## src/cms_pkg.sv

```systemverilog
// Package of constants and carrier types for the chip mode and security control block.
package cms_pkg;

  // ----------------------------------------------------------------
  // Chip modes and security
  // ----------------------------------------------------------------
  localparam logic       MODE_NORMAL       = 1'h1;
  localparam logic       MODE_SPECIAL      = 1'h0;
  localparam logic [1:0] SEC_UNSECURED     = 2'h2;
  localparam logic [1:0] SEC_RECOMMENDED   = 2'h1;
  localparam int         SEC_LSB           = 0;
  localparam logic [7:0] FLASH_SECURITY_REGISTER_RESET        = 8'h00;
  localparam logic [7:0] FLASH_CLKDIV_ERASE = 8'h05;

  // ----------------------------------------------------------------
  // Register map
  // ----------------------------------------------------------------
  localparam logic [3:0] ADDR_MODE     = 4'h0;
  localparam logic [3:0] ADDR_FLASH_SECURITY_REGISTER     = 4'h1;
  localparam logic [3:0] ADDR_POWER    = 4'h2;
  localparam logic [3:0] ADDR_WAKE     = 4'h3;
  localparam logic [3:0] ADDR_STATUS   = 4'h4;
  localparam logic [3:0] ADDR_CLKDIV   = 4'h5;
  localparam int         PWR_PSTOP_BIT = 0;
  localparam int         PWR_KEEP_BIT  = 1;
  localparam int         WAKE_KEY_BIT  = 0;
  localparam int         WAKE_SCI_BIT  = 1;
  localparam int         WAKE_CAN_BIT  = 2;
  localparam logic [7:0] POWER_RESET   = 8'h00;
  localparam logic [7:0] WAKE_RESET    = 8'h00;

  typedef enum logic [2:0] {
    PM_RUN,
    PM_WAIT,
    PM_PSTOP,
    PM_STOP
  } cms_power_e;

  // Clock and supply enables toward the clock and power unit.
  typedef struct packed {
    logic core_clk_en;
    logic bus_clk_en;
    logic dbg_serial_clk_en;
    logic osc_en;
    logic rti_wdog_en;
    logic api_en;
    logic periph_en;
    logic voltage_regulator_full_perf;
    logic supply_mon_en;
  } cms_clk_s;

  // Debug access gating toward the debug controller.
  typedef struct packed {
    logic enabled;
    logic halt_state;
    logic mem_access_ok;
    logic erase_cmd_ok;
    logic status_cmd_ok;
  } cms_dbg_s;

endpackage : cms_pkg
```

## src/cms_chip_mode_ctrl.sv

```systemverilog
// Chip operating mode, low-power sequencing and flash security control.
//
// Design decisions made here: the address-and-strobe port and the register addresses.
module cms_chip_mode_ctrl (
  input  wire logic             i_clk_sys,
  input  wire logic             i_reset_n,
  input  wire logic             i_mode_select_input,
  input  wire logic [7:0]       i_flash_option_byte,
  input  wire logic             i_flash_load_done,
  input  wire logic             i_flash_cmd_busy,
  input  wire logic             i_erase_done_ok,
  input  wire logic             i_dbg_enable,
  input  wire logic             i_dbg_erase_cmd,
  input  wire logic             i_wait_instruction,
  input  wire logic             i_stop_instruction,
  input  wire logic             i_nonmaskable_interrupt_pin,
  input  wire logic             i_irq_pin,
  input  wire logic             i_unmasked_irq,
  input  wire logic             i_wake_key,
  input  wire logic             i_wake_sci,
  input  wire logic             i_wake_can,
  input  wire logic             i_wake_periodic,
  input  wire logic [3:0]       i_addr,
  input  wire logic [7:0]       i_wdata,
  input  wire logic             i_wr,
  input  wire logic             i_rd,
  output logic [7:0]            o_rdata,
  output logic                  o_mode_normal,
  output logic                  o_secured,
  output logic                  o_stop_ack,
  output logic                  o_erase_all_req,
  output logic [7:0]            o_flash_clock_divider,
  output cms_pkg::cms_dbg_s     o_dbg,
  output cms_pkg::cms_clk_s     o_clk,
  output logic                  o_flash_cmd_restrict
);

  // ----------------------------------------------------------------
  // Reset synchroniser
  // ----------------------------------------------------------------
  logic rst_meta_n;
  logic rst_n;

  always_ff @(posedge i_clk_sys or negedge i_reset_n)
  begin
    if (!i_reset_n)
    begin
      rst_meta_n <= 1'b0;
      rst_n      <= 1'b0;
    end
    else
    begin
      rst_meta_n <= 1'b1;
      rst_n      <= rst_meta_n;
    end
  end

  // ----------------------------------------------------------------
  // Mode capture and mode register
  // ----------------------------------------------------------------
  // The strap is sampled on the first clock after release, since an
  // asynchronous reset may only load constants.
  logic mode_bit;
  logic mode_captured;
  logic mode_wr;
  logic dbg_halt;

  assign mode_wr = i_wr && (i_addr == cms_pkg::ADDR_MODE);

  always_ff @(posedge i_clk_sys or negedge rst_n)
  begin
    if (!rst_n)
    begin
      mode_bit      <= cms_pkg::MODE_SPECIAL;
      mode_captured <= 1'b0;
      dbg_halt      <= 1'b0;
    end
    else if (!mode_captured)
    begin
      mode_bit      <= i_mode_select_input;
      mode_captured <= 1'b1;
      dbg_halt      <= (i_mode_select_input == cms_pkg::MODE_SPECIAL);
    end
    else if (mode_wr && i_wdata[0] == cms_pkg::MODE_NORMAL)
    begin
      mode_bit <= cms_pkg::MODE_NORMAL;
      dbg_halt <= 1'b0;
    end
  end

  // ----------------------------------------------------------------
  // Security register
  // ----------------------------------------------------------------
  logic [7:0] flash_security_register;
  logic       flash_security_register_loaded;
  logic       secured;

  always_ff @(posedge i_clk_sys or negedge rst_n)
  begin
    if (!rst_n)
    begin
      flash_security_register        <= cms_pkg::FLASH_SECURITY_REGISTER_RESET;
      flash_security_register_loaded <= 1'b0;
    end
    else if (!flash_security_register_loaded && i_flash_load_done)
    begin
      flash_security_register        <= i_flash_option_byte;
      flash_security_register_loaded <= 1'b1;
    end
  end

  // Secured until the copy lands, so nothing leaks during the load window.
  assign secured = !flash_security_register_loaded ||
                   (flash_security_register[cms_pkg::SEC_LSB +: 2] != cms_pkg::SEC_UNSECURED);

  // ----------------------------------------------------------------
  // Debug gating
  // ----------------------------------------------------------------
  logic dbg_active;
  logic special;

  assign special    = mode_captured && (mode_bit == cms_pkg::MODE_SPECIAL);
  assign dbg_active = i_dbg_enable && !(secured && !special);

  always_ff @(posedge i_clk_sys or negedge rst_n)
  begin
    if (!rst_n)
    begin
      o_dbg                <= '0;
      o_flash_cmd_restrict <= 1'b1;
      o_secured            <= 1'b1;
      o_mode_normal        <= 1'b0;
    end
    else
    begin
      o_dbg.enabled        <= dbg_active;
      o_dbg.halt_state     <= dbg_halt;
      o_dbg.mem_access_ok  <= dbg_active && !secured;
      o_dbg.erase_cmd_ok   <= dbg_active;
      o_dbg.status_cmd_ok  <= dbg_active;
      o_flash_cmd_restrict <= secured;
      o_secured            <= secured;
      o_mode_normal        <= mode_bit;
    end
  end

  // ----------------------------------------------------------------
  // Flash erase and divider
  // ----------------------------------------------------------------
  logic erase_go;
  assign erase_go = i_dbg_erase_cmd && dbg_active;

  always_ff @(posedge i_clk_sys or negedge rst_n)
  begin
    if (!rst_n)
    begin
      o_erase_all_req       <= 1'b0;
      o_flash_clock_divider <= 8'h00;
    end
    else
    begin
      o_erase_all_req <= erase_go;
      if (erase_go)
      begin
        o_flash_clock_divider <= cms_pkg::FLASH_CLKDIV_ERASE;
      end
      else if (i_wr && i_addr == cms_pkg::ADDR_CLKDIV)
      begin
        o_flash_clock_divider <= i_wdata;
      end
    end
  end

  // A completed erase only unsecures after the flash reprograms the byte
  // and the next reset reloads it; the flash side owns that step.
  logic erase_ok_seen;

  always_ff @(posedge i_clk_sys or negedge rst_n)
  begin
    if (!rst_n)
    begin
      erase_ok_seen <= 1'b0;
    end
    else if (i_erase_done_ok)
    begin
      erase_ok_seen <= 1'b1;
    end
  end

  // ----------------------------------------------------------------
  // Power control registers
  // ----------------------------------------------------------------
  logic [7:0] power_cfg;
  logic [7:0] wake_cfg;

  always_ff @(posedge i_clk_sys or negedge rst_n)
  begin
    if (!rst_n)
    begin
      power_cfg <= cms_pkg::POWER_RESET;
      wake_cfg  <= cms_pkg::WAKE_RESET;
    end
    else if (i_wr)
    begin
      if (i_addr == cms_pkg::ADDR_POWER)
      begin
        power_cfg <= i_wdata;
      end
      if (i_addr == cms_pkg::ADDR_WAKE)
      begin
        wake_cfg <= i_wdata;
      end
    end
  end

  // ----------------------------------------------------------------
  // Power mode sequencer
  // ----------------------------------------------------------------
  cms_pkg::cms_power_e pmode;
  cms_pkg::cms_power_e next_pmode;
  logic                stop_wake;
  logic                wait_wake;
  logic                stop_ok;

  assign wait_wake = i_nonmaskable_interrupt_pin || i_irq_pin || i_unmasked_irq;
  assign stop_wake = i_nonmaskable_interrupt_pin || i_irq_pin || i_wake_periodic ||
                     (wake_cfg[cms_pkg::WAKE_KEY_BIT] && i_wake_key) ||
                     (wake_cfg[cms_pkg::WAKE_SCI_BIT] && i_wake_sci) ||
                     (wake_cfg[cms_pkg::WAKE_CAN_BIT] && i_wake_can);
  assign stop_ok   = i_stop_instruction && !i_flash_cmd_busy;

  always_comb
  begin
    next_pmode = pmode;
    case (pmode)
      cms_pkg::PM_RUN:
      begin
        if (stop_ok)
        begin
          next_pmode = power_cfg[cms_pkg::PWR_PSTOP_BIT] ? cms_pkg::PM_PSTOP : cms_pkg::PM_STOP;
        end
        else if (i_wait_instruction)
        begin
          next_pmode = cms_pkg::PM_WAIT;
        end
      end
      cms_pkg::PM_WAIT:
      begin
        if (wait_wake)
        begin
          next_pmode = cms_pkg::PM_RUN;
        end
      end
      cms_pkg::PM_PSTOP,
      cms_pkg::PM_STOP:
      begin
        if (stop_wake)
        begin
          next_pmode = cms_pkg::PM_RUN;
        end
      end
      default:
      begin
        next_pmode = cms_pkg::PM_RUN;
      end
    endcase
  end

  always_ff @(posedge i_clk_sys or negedge rst_n)
  begin
    if (!rst_n)
    begin
      pmode      <= cms_pkg::PM_RUN;
      o_stop_ack <= 1'b0;
    end
    else
    begin
      pmode      <= next_pmode;
      o_stop_ack <= (pmode == cms_pkg::PM_RUN) && stop_ok;
    end
  end

  // ----------------------------------------------------------------
  // Clock and supply enables
  // ----------------------------------------------------------------
  logic     keep_alive;
  logic     dbg_in_stop;
  cms_pkg::cms_clk_s next_clk;

  assign keep_alive  = power_cfg[cms_pkg::PWR_KEEP_BIT];
  assign dbg_in_stop = dbg_active;

  always_comb
  begin
    next_clk = '1;
    case (next_pmode)
      cms_pkg::PM_WAIT:
      begin
        next_clk.core_clk_en = 1'b0;
      end
      cms_pkg::PM_PSTOP,
      cms_pkg::PM_STOP:
      begin
        if (dbg_in_stop)
        begin
          next_clk.voltage_regulator_full_perf    = 1'b1;
          next_clk.osc_en            = 1'b1;
          next_clk.supply_mon_en     = 1'b1;
          next_clk.dbg_serial_clk_en = 1'b1;
          next_clk.core_clk_en       = keep_alive;
          next_clk.bus_clk_en        = keep_alive;
          next_clk.periph_en         = keep_alive;
          next_clk.rti_wdog_en       = keep_alive || (next_pmode == cms_pkg::PM_PSTOP);
          next_clk.api_en            = 1'b1;
        end
        else
        begin
          next_clk.core_clk_en       = 1'b0;
          next_clk.bus_clk_en        = 1'b0;
          next_clk.dbg_serial_clk_en = 1'b0;
          next_clk.periph_en         = 1'b0;
          next_clk.voltage_regulator_full_perf    = 1'b0;
          next_clk.supply_mon_en     = 1'b0;
          next_clk.osc_en            = (next_pmode == cms_pkg::PM_PSTOP);
          next_clk.rti_wdog_en       = (next_pmode == cms_pkg::PM_PSTOP);
        end
      end
      default:
      begin
        next_clk = '1;
      end
    endcase
  end

  always_ff @(posedge i_clk_sys or negedge rst_n)
  begin
    if (!rst_n)
    begin
      o_clk <= '1;
    end
    else
    begin
      o_clk <= next_clk;
    end
  end

  // ----------------------------------------------------------------
  // Register read port
  // ----------------------------------------------------------------
  always_ff @(posedge i_clk_sys or negedge rst_n)
  begin
    if (!rst_n)
    begin
      o_rdata <= 8'h00;
    end
    else if (i_rd)
    begin
      case (i_addr)
        cms_pkg::ADDR_MODE:   o_rdata <= {7'h00, mode_bit};
        cms_pkg::ADDR_FLASH_SECURITY_REGISTER:   o_rdata <= flash_security_register;
        cms_pkg::ADDR_POWER:  o_rdata <= power_cfg;
        cms_pkg::ADDR_WAKE:   o_rdata <= wake_cfg;
        cms_pkg::ADDR_STATUS: o_rdata <= {2'h0, erase_ok_seen, dbg_halt, secured, 1'b0, pmode[1:0]};
        cms_pkg::ADDR_CLKDIV: o_rdata <= o_flash_clock_divider;
        default:              o_rdata <= 8'h00;
      endcase
    end
    else
    begin
      o_rdata <= 8'h00;
    end
  end

endmodule : cms_chip_mode_ctrl

```

## config.mk

```make
export PLATFORM = sky130hd
export DESIGN_NAME = cms_chip_mode_ctrl
export DESIGN_NICKNAME = d
export VERILOG_FILES = /design/src/cms_pkg.sv /design/src/cms_chip_mode_ctrl.sv
export SDC_FILE = /design/constraint.sdc
export NUM_CORES = 1
export LEC_CHECK = 0
export BUFFER_PORTS_ARGS = -buffer_cell sky130_fd_sc_hd__buf_2
export CAP_MARGIN = 5
export CELL_PAD_IN_SITES_DETAIL_PLACEMENT = 2
export CELL_PAD_IN_SITES_GLOBAL_PLACEMENT = 2
export CORE_MARGIN = 4
export CORE_UTILIZATION = 36
export CTS_CLUSTER_DIAMETER = 200
export CTS_CLUSTER_SIZE = 24
export DETAILED_ROUTE_END_ITERATION = 8
export PLACE_DENSITY = 0.88
export SYNTH_ARGS = -nofsm -noshare
export SYNTH_HDL_FRONTEND = slang
export SYNTH_SLANG_ARGS = --single-unit
```

## constraint.sdc

```tcl
create_clock -name i_clk_sys -period 3.6 [get_ports i_clk_sys]
set_input_delay 0.18 -clock i_clk_sys [delete_from_list [all_inputs] [get_ports i_clk_sys]]
set_output_delay 0.18 -clock i_clk_sys [all_outputs]
set_load 0.005 [all_outputs]
```

==> results of run 1 <==
-- state kept, by name, summed over array words and instances (netlist names), 3 cells and up --
signal	cells
flash_security_register	8
power_cfg	8
wake_cfg	8
o_dbg	3
o_rdata	8
pmode	3
o_clk	5
o_flash_clock_divider	8
-- cells by family after synthesis --
family / synth area share [%]
AO/OA/AOI/OAI: 9.25
other: 0.283
flip-flops: 58.8
AND/OR/NAND/NOR: 13.1
buffers and inverters: 4.44
multiplexers: 14.1
-- layout by cell type (no fill, tap or decap), types with 4 or more instances in the layout --
cell,n
conb_1,4
a222oi_1,5
clkbuf_8,12
nor2b_1,4
nor2_1,12
a22o_1,7
nand2_1,16
buf_2,72
nand3_1,12
dfrtp_1,55
mux2_2,30
a21oi_1,8
dfstp_2,6
-- path summary, 6_finish.rpt --
| kind | from | to | slack (ps) | cells after the start |
|---|---|---|---|---|
| setup / recovery | flash_security_register[0] | o_flash_clock_divider[1] | 1820 | 5 |
| hold reg to reg | rst_meta_n | rst_n | 360 | 0 |
| hold / removal | i_erase_done_ok | erase_ok_seen | 20 | 2 |
| setup reg to reg | flash_security_register[0] | o_flash_clock_divider[1] | 1820 | 5 |
| min in group asynchronous | i_reset_n | rst_n | 140 | 2 |
| max in group asynchronous | rst_n | o_flash_clock_divider[4] | 2380 | 1 |
-- power groups by stage --
stage / Combinational (µW) / Clock (µW) / Sequential, µW
after floorplan: 134 / 0 / 840
after global placement: 203 / 0 / 856
after detailed placement: 216 / 0 / 862
after CTS: 221 / 576 / 853
after global routing: 239 / 615 / 862
final: 218 / 566 / 852
-- stage by stage --
| stage | hold WS, ps | instances | cell area [µm²] | power (µW) |
|---|---|---|---|---|
| final | 23.8 | 383 | 3240 | 1640 |
| after global routing | 25.8 | 383 | 3240 | 1720 |
| after CTS | 15.1 | 383 | 3240 | 1650 |
| after detailed placement | -30.8 | 366 | 3050 | 1080 |
| after global placement | -33.9 | 366 | 3050 | 1060 |
| after floorplan | -116 | 209 | 2660 | 974 |
-- cells in the mapped netlist (2+ instances only) --
library cell,instances,area share [%]
buf_4,10,2.8
a22oi_1,3,0.85
nand2_4,2,0.85
o211ai_1,2,0.57
dfstp_2,6,5.9
a22o_1,7,2.3
inv_1,3,0.42
clkbuf_1,3,0.42
nand3_1,12,2.3
conb_1,2,0.28
a21oi_1,8,1.5
dfrtp_1,56,53
nor2b_1,4,0.94
nand3b_1,2,0.57
or2_2,2,0.47
nand2_1,16,2.3
mux2_2,30,13
a222oi_1,5,1.9
nor2_1,12,1.7
nand2b_1,3,0.71
-- area by class of cell --
type	count	area share (%)
Sequential cell	62	48.2
Multi-Input combinational cell	128	30.3
Inverter	4	0.463
Clock inverter	1	0.154
Timing Repair Buffer	74	11.7
Clock buffer	15	5.45
Tap cell	99	3.82
-- per-layer routing --
layer / global-route usage (%) / part of all wire, % / vias to the layer above
met3: 3.45 / 4.7 / 13
met4: 9.51 / 2.8 / 0
li1: - / - / 882
met2: 31.7 / 52 / 61
met5: 0 / 0 / -
met1: 21.8 / 40 / 1016
-- repair_timing --
| action | CTS | global route |
|---|---|---|
| setup buffers | 0 | 0 |
| endpoints found under the hold margin | 2 | 0 |
| hold buffers | 1 | 0 |
==> qor.csv, run 1 <==
stage;metric;value;unit
clocking;cts.clk_slew.worst_paths;70;ps
floorplanning;die_area;0.00880;mm²
clocking;htree_levels;3;
pwr;p_clk_share;34.6;%
pwr;powerDensity;505;mW/mm²
timing;tightest_slew;1010;ps
critical_path;cp.arrival;1990;ps
floorplanning;core;0.00721;mm²
routing;drc;0;
clocking;cts_tree;built;
pwr;p_switching;433;µW
routing;vias;1972;
grt;grt_pass1_wl;12.1;mm
clocking;cts_resized;0;
layout;area_delta_synth_final;22.2;%
logic_synthesis;synth_ff_type;dfrtp_1;
logic_synthesis;async_reset_ff_share;100;%
placed_design;dpl_worst_slack;1820;ps
clocking;clock-root-buffer;clkbuf_8;
logic_synthesis;ys_ff_latch;62;
grt;grt_max_degree;49;
layout;layout.nets;318;
layout;diodes;0;
logic_synthesis;synth_cells;207;
critical_path;crit_path_start_kind;register;
critical_path;cp_common_cell;a21oi_1;
layout;multi_input_area;981;µm²
clocking;clkSinkCount;62;
critical_path;worstSetupPathType;register to register;
pwr;pwr-share-comb;13.3;%
grt;first_global_vias;2246;
critical_path;path_cells;nand3b_1 -> a21oi_1 -> nand2_1 -> inv_1 -> a21oi_1;
layout;register_area;0.00156;mm²
timing;drv_slew;0;
layout;final_util;44.9;%
layout;drive_above_1_share;46.5;%
clocking;clock_latency;340;ps
grt;grt-ovfl-total;0;
run;maxCapViolations;0;
min_path;hold_path_class;input port to register;
timing;finClkSkew;7.05;ps
logic_synthesis;avgSynthCellArea;12.8;µm²
timing;post-route-min-period;1780;ps
critical_path;path_buf_inv;1;
status;status;complete, no violations;
critical_path;critPathMaxFanout;7;
timing;setup-tns-final;0;ps
logic_synthesis;synth_warnings;0;
clocking;cts_buffers;9;
floorplanning;num_rows;31;
timing;worst_slack;1820;ps
routing;antenna_left;0;
critical_path;cp.required;3810;ps
placed_design;dp_hpwl;5.49;mm
routing;drtIter0Drc;89;
placed_design;place_congestion;0.857;
critical_path;cp_top_family;compound AO/OA/AOI/OAI gates;
clocking;cts_buffer_depth;2;
timing;post-route-period-util;49.3;%
pwr;ir_drop;0.204;mV
timing;setup_viol;0;
routing;wirelength;7.54;mm
pwr;p_int;1200;µW
critical_path;end_kind;register;
logic_synthesis;synth_area;0.00265;mm²
pwr;p_sw_share;26.4;%
logic_synthesis;synth_edf_count;0;
timing;final_hold_viol_count;0;
logic_synthesis;ys_types;39;
routing;drt-pass1-iter-count;7;
routing;post_drt_wl_per_cell;19.7;µm
grt;track_usage;18.4;%
critical_path;slowest_stage;a21oi_1;
floorplanning;ios;74;
pwr;pwr-share-seq;52.0;%
placed_design;io_buffers;72;
timing;rsz0062_at_grt;false;
floorplanning;initial_core_util;36.7;%
layout;nFillCells;795;
grt;grt_antenna_before_repair;0;
timing;max_freq;563;MHz
critical_path;critical-path-max-stage-delay;440;ps
floorplanning;fp.dieW;93.8;µm
pwr;leakage;0.00153;µW
routing;viasPerCell;5.15;
floorplanning;die_h;93.8;µm
logic_synthesis;synth_seq_area_share;58.8;%
timing;slew_headroom;32.6;%
Power figures use the tool's default switching activity.
==> run 2, diff against run 1 <==
Settings changed: CORE_UTILIZATION 36 to 30, PLACE_DENSITY 0.88 to 0.78.
Clock period 3.6 ns to 1.45 ns, I/O delays scaled along.
==> qor.csv, run 2 (synthesis results as in run 1) <==
stage;metric;value;unit;change
grt;grt_max_degree;61;;was 49
pwr;p_switching;1080;µW;was 433 µW
pwr;leakage;0.00164;µW;was 0.00153 µW
timing;post-route-period-util;106;%;was 49.3%
critical_path;cp.arrival;1740;ps;was 1990 ps
layout;diodes;0;;unchanged
floorplanning;core;0.00868;mm²;was 0.00721 mm²
floorplanning;ios;74;;unchanged
timing;final_hold_viol_count;0;;unchanged
critical_path;r2r_start;pmode[0];;was flash_security_register[0]
pwr;ir_drop;0.410;mV;was 0.204 mV
pwr;powerDensity;1180;mW/mm²;was 505 mW/mm²
timing;setup_viol;5;;was 0
status;violations;negative setup slack;;
grt;first_global_vias;2273;;was 2246
grt;grt_antenna_before_repair;0;;unchanged
critical_path;end_kind;register;;unchanged
clocking;cts_buffer_depth;2;;unchanged
layout;final_util;40.2;%;was 44.9%
clocking;clkSinkCount;62;;unchanged
clocking;clock-root-buffer;clkbuf_8;;unchanged
timing;finClkSkew;8.62;ps;was 7.05 ps
critical_path;cp.required;1660;ps;was 3810 ps
clocking;cts_buffers;9;;unchanged
routing;antenna_left;0;;unchanged
layout;layout.nets;343;;was 318
pwr;p_clk_share;34.2;%;was 34.6%
routing;viasPerCell;4.83;;was 5.15
timing;post-route-min-period;1530;ps;was 1780 ps
routing;drtIter0Drc;76;;was 89
layout;layoutNonFillerInstCount;417;;was 383
layout;stdcell_area;0.00349;mm²;was 0.00324 mm²
layout;area_delta_synth_final;31.6;%;was 22.2%
grt;grt-ovfl-total;0;;unchanged
pwr;p_int;3040;µW;was 1200 µW
critical_path;critPathMaxFanout;3;;was 7
layout;final_cell_mix;72 x buf_2, 55 x dfrtp_1, 30 x mux2_2;;unchanged
layout;drive_above_1_share;47.9;%;was 46.5%
min_path;hold_path_class;input port to asynchronous set/reset pin;;was input port to register
timing;worst_slack;-81.9;ps;was 1820 ps
grt;track_usage;15.9;%;was 18.4%
critical_path;worstSetupStartpoint;pmode[0];;was flash_security_register[0]
clocking;htree_levels;3;;unchanged
routing;vias;2016;;was 1972
placed_design;dp.cells;385;;was 366
critical_path;r2r_slack;-80;ps;was 1820 ps
clocking;cts_tree;built;;unchanged
pwr;pwr-share-comb;15.3;%;was 13.3%
routing;post_drt_wl_per_cell;19.0;µm;was 19.7 µm
placed_design;io_buffers;72;;unchanged
routing;wirelength;7.91;mm;was 7.54 mm
pwr;pwr-share-seq;50.5;%;was 52.0%
run;maxCapViolations;0;;unchanged
layout;layout.cells.most_common;buf_2;;unchanged
floorplanning;num_rows;34;;was 31
pwr;finalPower;4120;µW;was 1640 µW
timing;max_freq;653;MHz;was 563 MHz
status;status;finished with violations;;was complete, no violations
timing;rsz0062_at_grt;true;;was false
layout;nFillCells;933;;was 795
placed_design;placed_area;0.00315;mm²;was 0.00305 mm²
pwr;p_sw_share;26.3;%;was 26.4%
timing;drv_slew;0;;unchanged
placed_design;place_congestion;0.792;;was 0.857
critical_path;rr_endpoint;o_rdata[0];;was o_flash_clock_divider[1]
grt;grt_pass1_wl;12.5;mm;was 12.1 mm
clocking;clock_latency;340;ps;about the same
critical_path;crit_path_start_kind;register;;unchanged
floorplanning;fp.dieW;102;µm;was 93.8 µm
critical_path;worstSetupPathType;register to register;;unchanged
clocking;cts.clk_slew.worst_paths;70;ps;about the same
critical_path;cp-endpoint;o_rdata[0];;was o_flash_clock_divider[1]
routing;drc;0;;unchanged
critical_path;ff2ff_path_depth;4;;was 5
floorplanning;initial_core_util;30.5;%;was 36.7%
floorplanning;die_area;0.0104;mm²;was 0.00880 mm²
placed_design;dp_hpwl;5.67;mm;was 5.49 mm
placed_design;dpl_worst_slack;-38.2;ps;was 1820 ps
floorplanning;die_h;102;µm;was 93.8 µm
routing;drt-pass1-iter-count;4;;was 7
==> run 2: cell types whose count changed in the layout (fill, tap and decap cells not counted), sizes merged <==
cell         change
dlygate4sd3     +13
buf             +12
==> run 2: power by group through the flow <==
stage               Clock [µW]  Sequential [µW]  Combinational, µW
global route              1530             2110                701
floorplan                    0             2090                333
finish                    1410             2080                630
global placement             0             2100                561
detailed placement           0             2110                592
CTS                       1450             2080                629
==> run 2: repair_timing <==
item | 4_1_cts | 5_1_grt
gates cloned | 0 | 0
gates resized for setup | 0 | 4
endpoints found under the setup margin | 4 | 12
hold endpoints to repair | 16 | 0
hold buffers | 14 | 0
setup buffers | 1 | 1
pin swaps | 0 | 7
==> run 2: worst min-delay path by stage <==
stage,startpoint,to,slack (ps)
after detailed placement,i_reset_n,rst_meta_n,-140
after CTS,i_reset_n,rst_n,9
after global routing,i_wdata[5],power_cfg[5],20
after global placement,i_reset_n,rst_meta_n,-140
final,i_reset_n,rst_n,30
after floorplan,i_reset_n,rst_meta_n,-220
==> run 2: critical path, stage by stage, from the launching register on <==
cell and delay (ps):
dfrtp_1 400, buf_4 140, mux4_2 450, a222oi_1 300
nor2_1 110
==> run 2: cell type report <==
cell class	count	area, µm²	area share (%)
clock inverter	1	5.00	0.144
tap	108	135	3.88
inverter	4	15.0	0.431
clock buffer	15	176	5.06
timing repair buffer	99	611	17.5
sequential	62	1560	44.7
multi-input combinational	128	985	28.2
==> run 2: per-stage QoR <==
stage	hold slack, ps	setup TNS [ps]
6_report	26.5	-166
5_1_grt	19.6	-636
4_1_cts	8.93	-78.1
3_5_place_dp	-137	-102
3_3_place_gp	-142	0
2_1_floorplan	-223	0
==> run 2: metal layers <==
metal	routed length [µm]	part of all wire [%]	vias to the layer above	global-route usage [%]
li1	-	-	923	-
met1	3430	43	1034	19.8
met2	4020	51	48	27.1
met3	299	3.8	11	3.14
met4	153	1.9	0	6.76
met5	0	0	-	0
==> run 3, diff against run 2 <==
Settings changed: CORE_ASPECT_RATIO set to 1.25.
Clock period 1.45 ns to 1.25 ns, I/O delays scaled along.
==> qor.csv, run 3 (synthesis results as in run 1) <==
stage;metric;value;unit;change
grt;first_global_vias;2460;;was 2273
placed_design;dp_hpwl;6.03;mm;was 5.67 mm
grt;grtUsageMet1;21.0;%;was 19.8%
floorplanning;initial_core_util;30.6;%;was 30.5%
layout;layout.cells.most_common;buf_2;;unchanged
timing;drv_slew;0;;unchanged
min_path;hold_depth;2;;
clocking;clkSinkCount;62;;unchanged
layout;final_util;45.1;%;was 40.2%
routing;post_drt_wl_per_cell;19.7;µm;was 19.0 µm
pwr;p_clk_share;36.9;%;was 34.2%
pwr;p_switching;1400;µW;was 1080 µW
grt;track_usage;18.1;%;was 15.9%
routing;drt-pass1-iter-count;4;;unchanged
run;maxCapViolations;0;;unchanged
clocking;cts.clk_slew.worst_paths;70;ps;about the same
critical_path;cp.depth;4;;unchanged
floorplanning;die_area;0.0104;mm²;about the same
critical_path;r2r_start;pmode[0];;unchanged
pwr;finalPower;5370;µW;was 4120 µW
critical_path;critPathMaxFanout;4;;was 3
status;violations;negative setup slack;;unchanged
grt;use_met3;4.85;%;was 3.14%
grt;grt_antenna_before_repair;0;;unchanged
pwr;p_int;3970;µW;was 3040 µW
grt;use_met2;32.5;%;was 27.1%
timing;post-route-period-util;116;%;was 106%
critical_path;path_buf_inv;1;;unchanged
critical_path;critical-path-max-stage-delay;430;ps;was 450 ps
routing;vias;2138;;was 2016
timing;worst_slack;-205;ps;was -81.9 ps
layout;final_cell_mix;72 x buf_2, 54 x dfrtp_1, 32 x buf_4;;was 72 x buf_2, 55 x dfrtp_1, 30 x mux2_2
clocking;clock-root-buffer;clkbuf_8;;unchanged
clocking;clock_latency;350;ps;was 340 ps
critical_path;crit_path_start_kind;register;;unchanged
floorplanning;die_h;113;µm;was 102 µm
layout;diodes;0;;unchanged
pwr;powerDensity;1380;mW/mm²;was 1180 mW/mm²
pwr;pwr-share-seq;45.2;%;was 50.5%
timing;final_hold_viol_count;0;;unchanged
critical_path;end_kind;register;;unchanged
floorplanning;num_rows;38;;was 34
critical_path;cp_top_family;compound AO/OA/AOI/OAI gates;;was multiplexers
clocking;cts_buffer_depth;2;;unchanged
timing;setup-tns-final;-1650;ps;was -166 ps
clocking;htree_levels;3;;unchanged
placed_design;place_congestion;0.755;;was 0.792
pwr;pwr-share-comb;17.9;%;was 15.3%
floorplanning;core;0.00865;mm²;was 0.00868 mm²
critical_path;cp.arrival;1710;ps;was 1740 ps
floorplanning;fp.dieW;92.1;µm;was 102 µm
critical_path;worstSetupPathType;register to register;;unchanged
pwr;p_sw_share;26.1;%;was 26.3%
status;status;finished with violations;;unchanged
critical_path;r2r_slack;-200;ps;was -80 ps
timing;post-route-min-period;1450;ps;was 1530 ps
critical_path;cp.required;1510;ps;was 1660 ps
timing;rsz0062_at_grt;true;;unchanged
timing;finClkSkew;9.86;ps;was 8.62 ps
routing;drtIter0Drc;118;;was 76
grt;grt-ovfl-total;0;;unchanged
routing;drc;0;;unchanged
layout;area_delta_synth_final;47.2;%;was 31.6%
pwr;leakage;0.00184;µW;was 0.00164 µW
min_path;worstHoldStart;i_wdata[7];;
timing;setup_viol;19;;was 5
grt;grt_max_degree;28;;was 61
routing;wirelength;9.02;mm;was 7.91 mm
clocking;cts_buffers;9;;unchanged
timing;max_freq;687;MHz;was 653 MHz
critical_path;worstSetupStartpoint;pmode[0];;unchanged
pwr;ir_drop;0.485;mV;was 0.410 mV
layout;drive_above_1_share;57.3;%;was 47.9%
layout;layout.nets;371;;was 343
critical_path;path_cells;inv_2 -> or4_4 -> a311oi_4 -> o211ai_1;;was buf_4 -> mux4_2 -> a222oi_1 -> nor2_1
grt;grt_pass1_wl;14.3;mm;was 12.5 mm
grt;grt-busiest-layer;met2;;unchanged
placed_design;dpl_worst_slack;-220;ps;was -38.2 ps
routing;antenna_left;0;;unchanged
placed_design;io_buffers;72;;unchanged
clocking;cts_tree;built;;unchanged
critical_path;slowest_stage;or4_4;;was mux4_2
routing;viasPerCell;4.68;;was 4.83
floorplanning;ios;74;;unchanged
min_path;hold_path_class;input port to register;;was input port to asynchronous set/reset pin
critical_path;ff2ff_path_depth;4;;unchanged
## run 3: cell count changes in the layout (fill, tap and decap cells not counted), sizes merged
cell,change
buf,+25
bufinv,+2
dlygate4sd3,+3
clkinv,+2
clkbuf,-3
inv,-1
## run 3: worst reg2reg max path: stages (launching register included)
cell and delay (ps):
dfrtp_1 370, inv_2 50, or4_4 430, a311oi_4 370
o211ai_1 140
## run 3: path summary, 6_finish.rpt
| kind | endpoint |
|---|---|
| max reg2reg | o_clk[5] |
| min reg2reg | o_dbg[3] |
| max in group asynchronous | wake_cfg[2] |
| min | power_cfg[7] |
| max | o_clk[5] |
| min in group asynchronous | rst_n |
## run 3: area by class of cell
type | count | area, µm²
Tap cell | 120 | 150
Sequential cell | 62 | 1560
Fill cell | 941 | 4750
Clock buffer | 12 | 145
Inverter | 4 | 20.0
Timing Repair Buffer | 127 | 856
Clock inverter | 4 | 70.1
Multi-Input combinational cell | 128 | 1100
## run 3: power by group through the flow
stage | Combinational, µW | Clock (µW) | Sequential [µW]
6_report | 961 | 1980 | 2430
5_1_grt | 1060 | 2120 | 2460
4_1_cts | 917 | 2010 | 2410
3_5_place_dp | 793 | 0 | 2440
3_3_place_gp | 751 | 0 | 2420
2_1_floorplan | 387 | 0 | 2420
## run 3: metal layers
| metal | vias to the layer above | routed length (µm) |
|---|---|---|
| met5 | - | 0 |
| met4 | 0 | 116 |
| met3 | 12 | 329 |
| met2 | 44 | 4920 |
| met1 | 1094 | 3660 |
| li1 | 988 | - |
## run 3: timing repair
action / in CTS / in global routing
hold buffers: 17 / 0
pin swaps: 15 / 8
cloned: 0 / 0
setup buffers: 5 / 2
setup endpoints to repair: 22 / 27
endpoints found under the hold margin: 25 / 0
resized for setup: 22 / 16
## run 3: stage by stage
step / std cells / hold slack (ps) / instance area [µm²]
2_1_floorplan: 209 / -233 / 2660
3_3_place_gp: 417 / -152 / 3320
3_5_place_dp: 417 / -150 / 3320
4_1_cts: 455 / 2.17 / 3820
5_1_grt: 457 / 3.95 / 3900
6_report: 457 / 16.1 / 3900
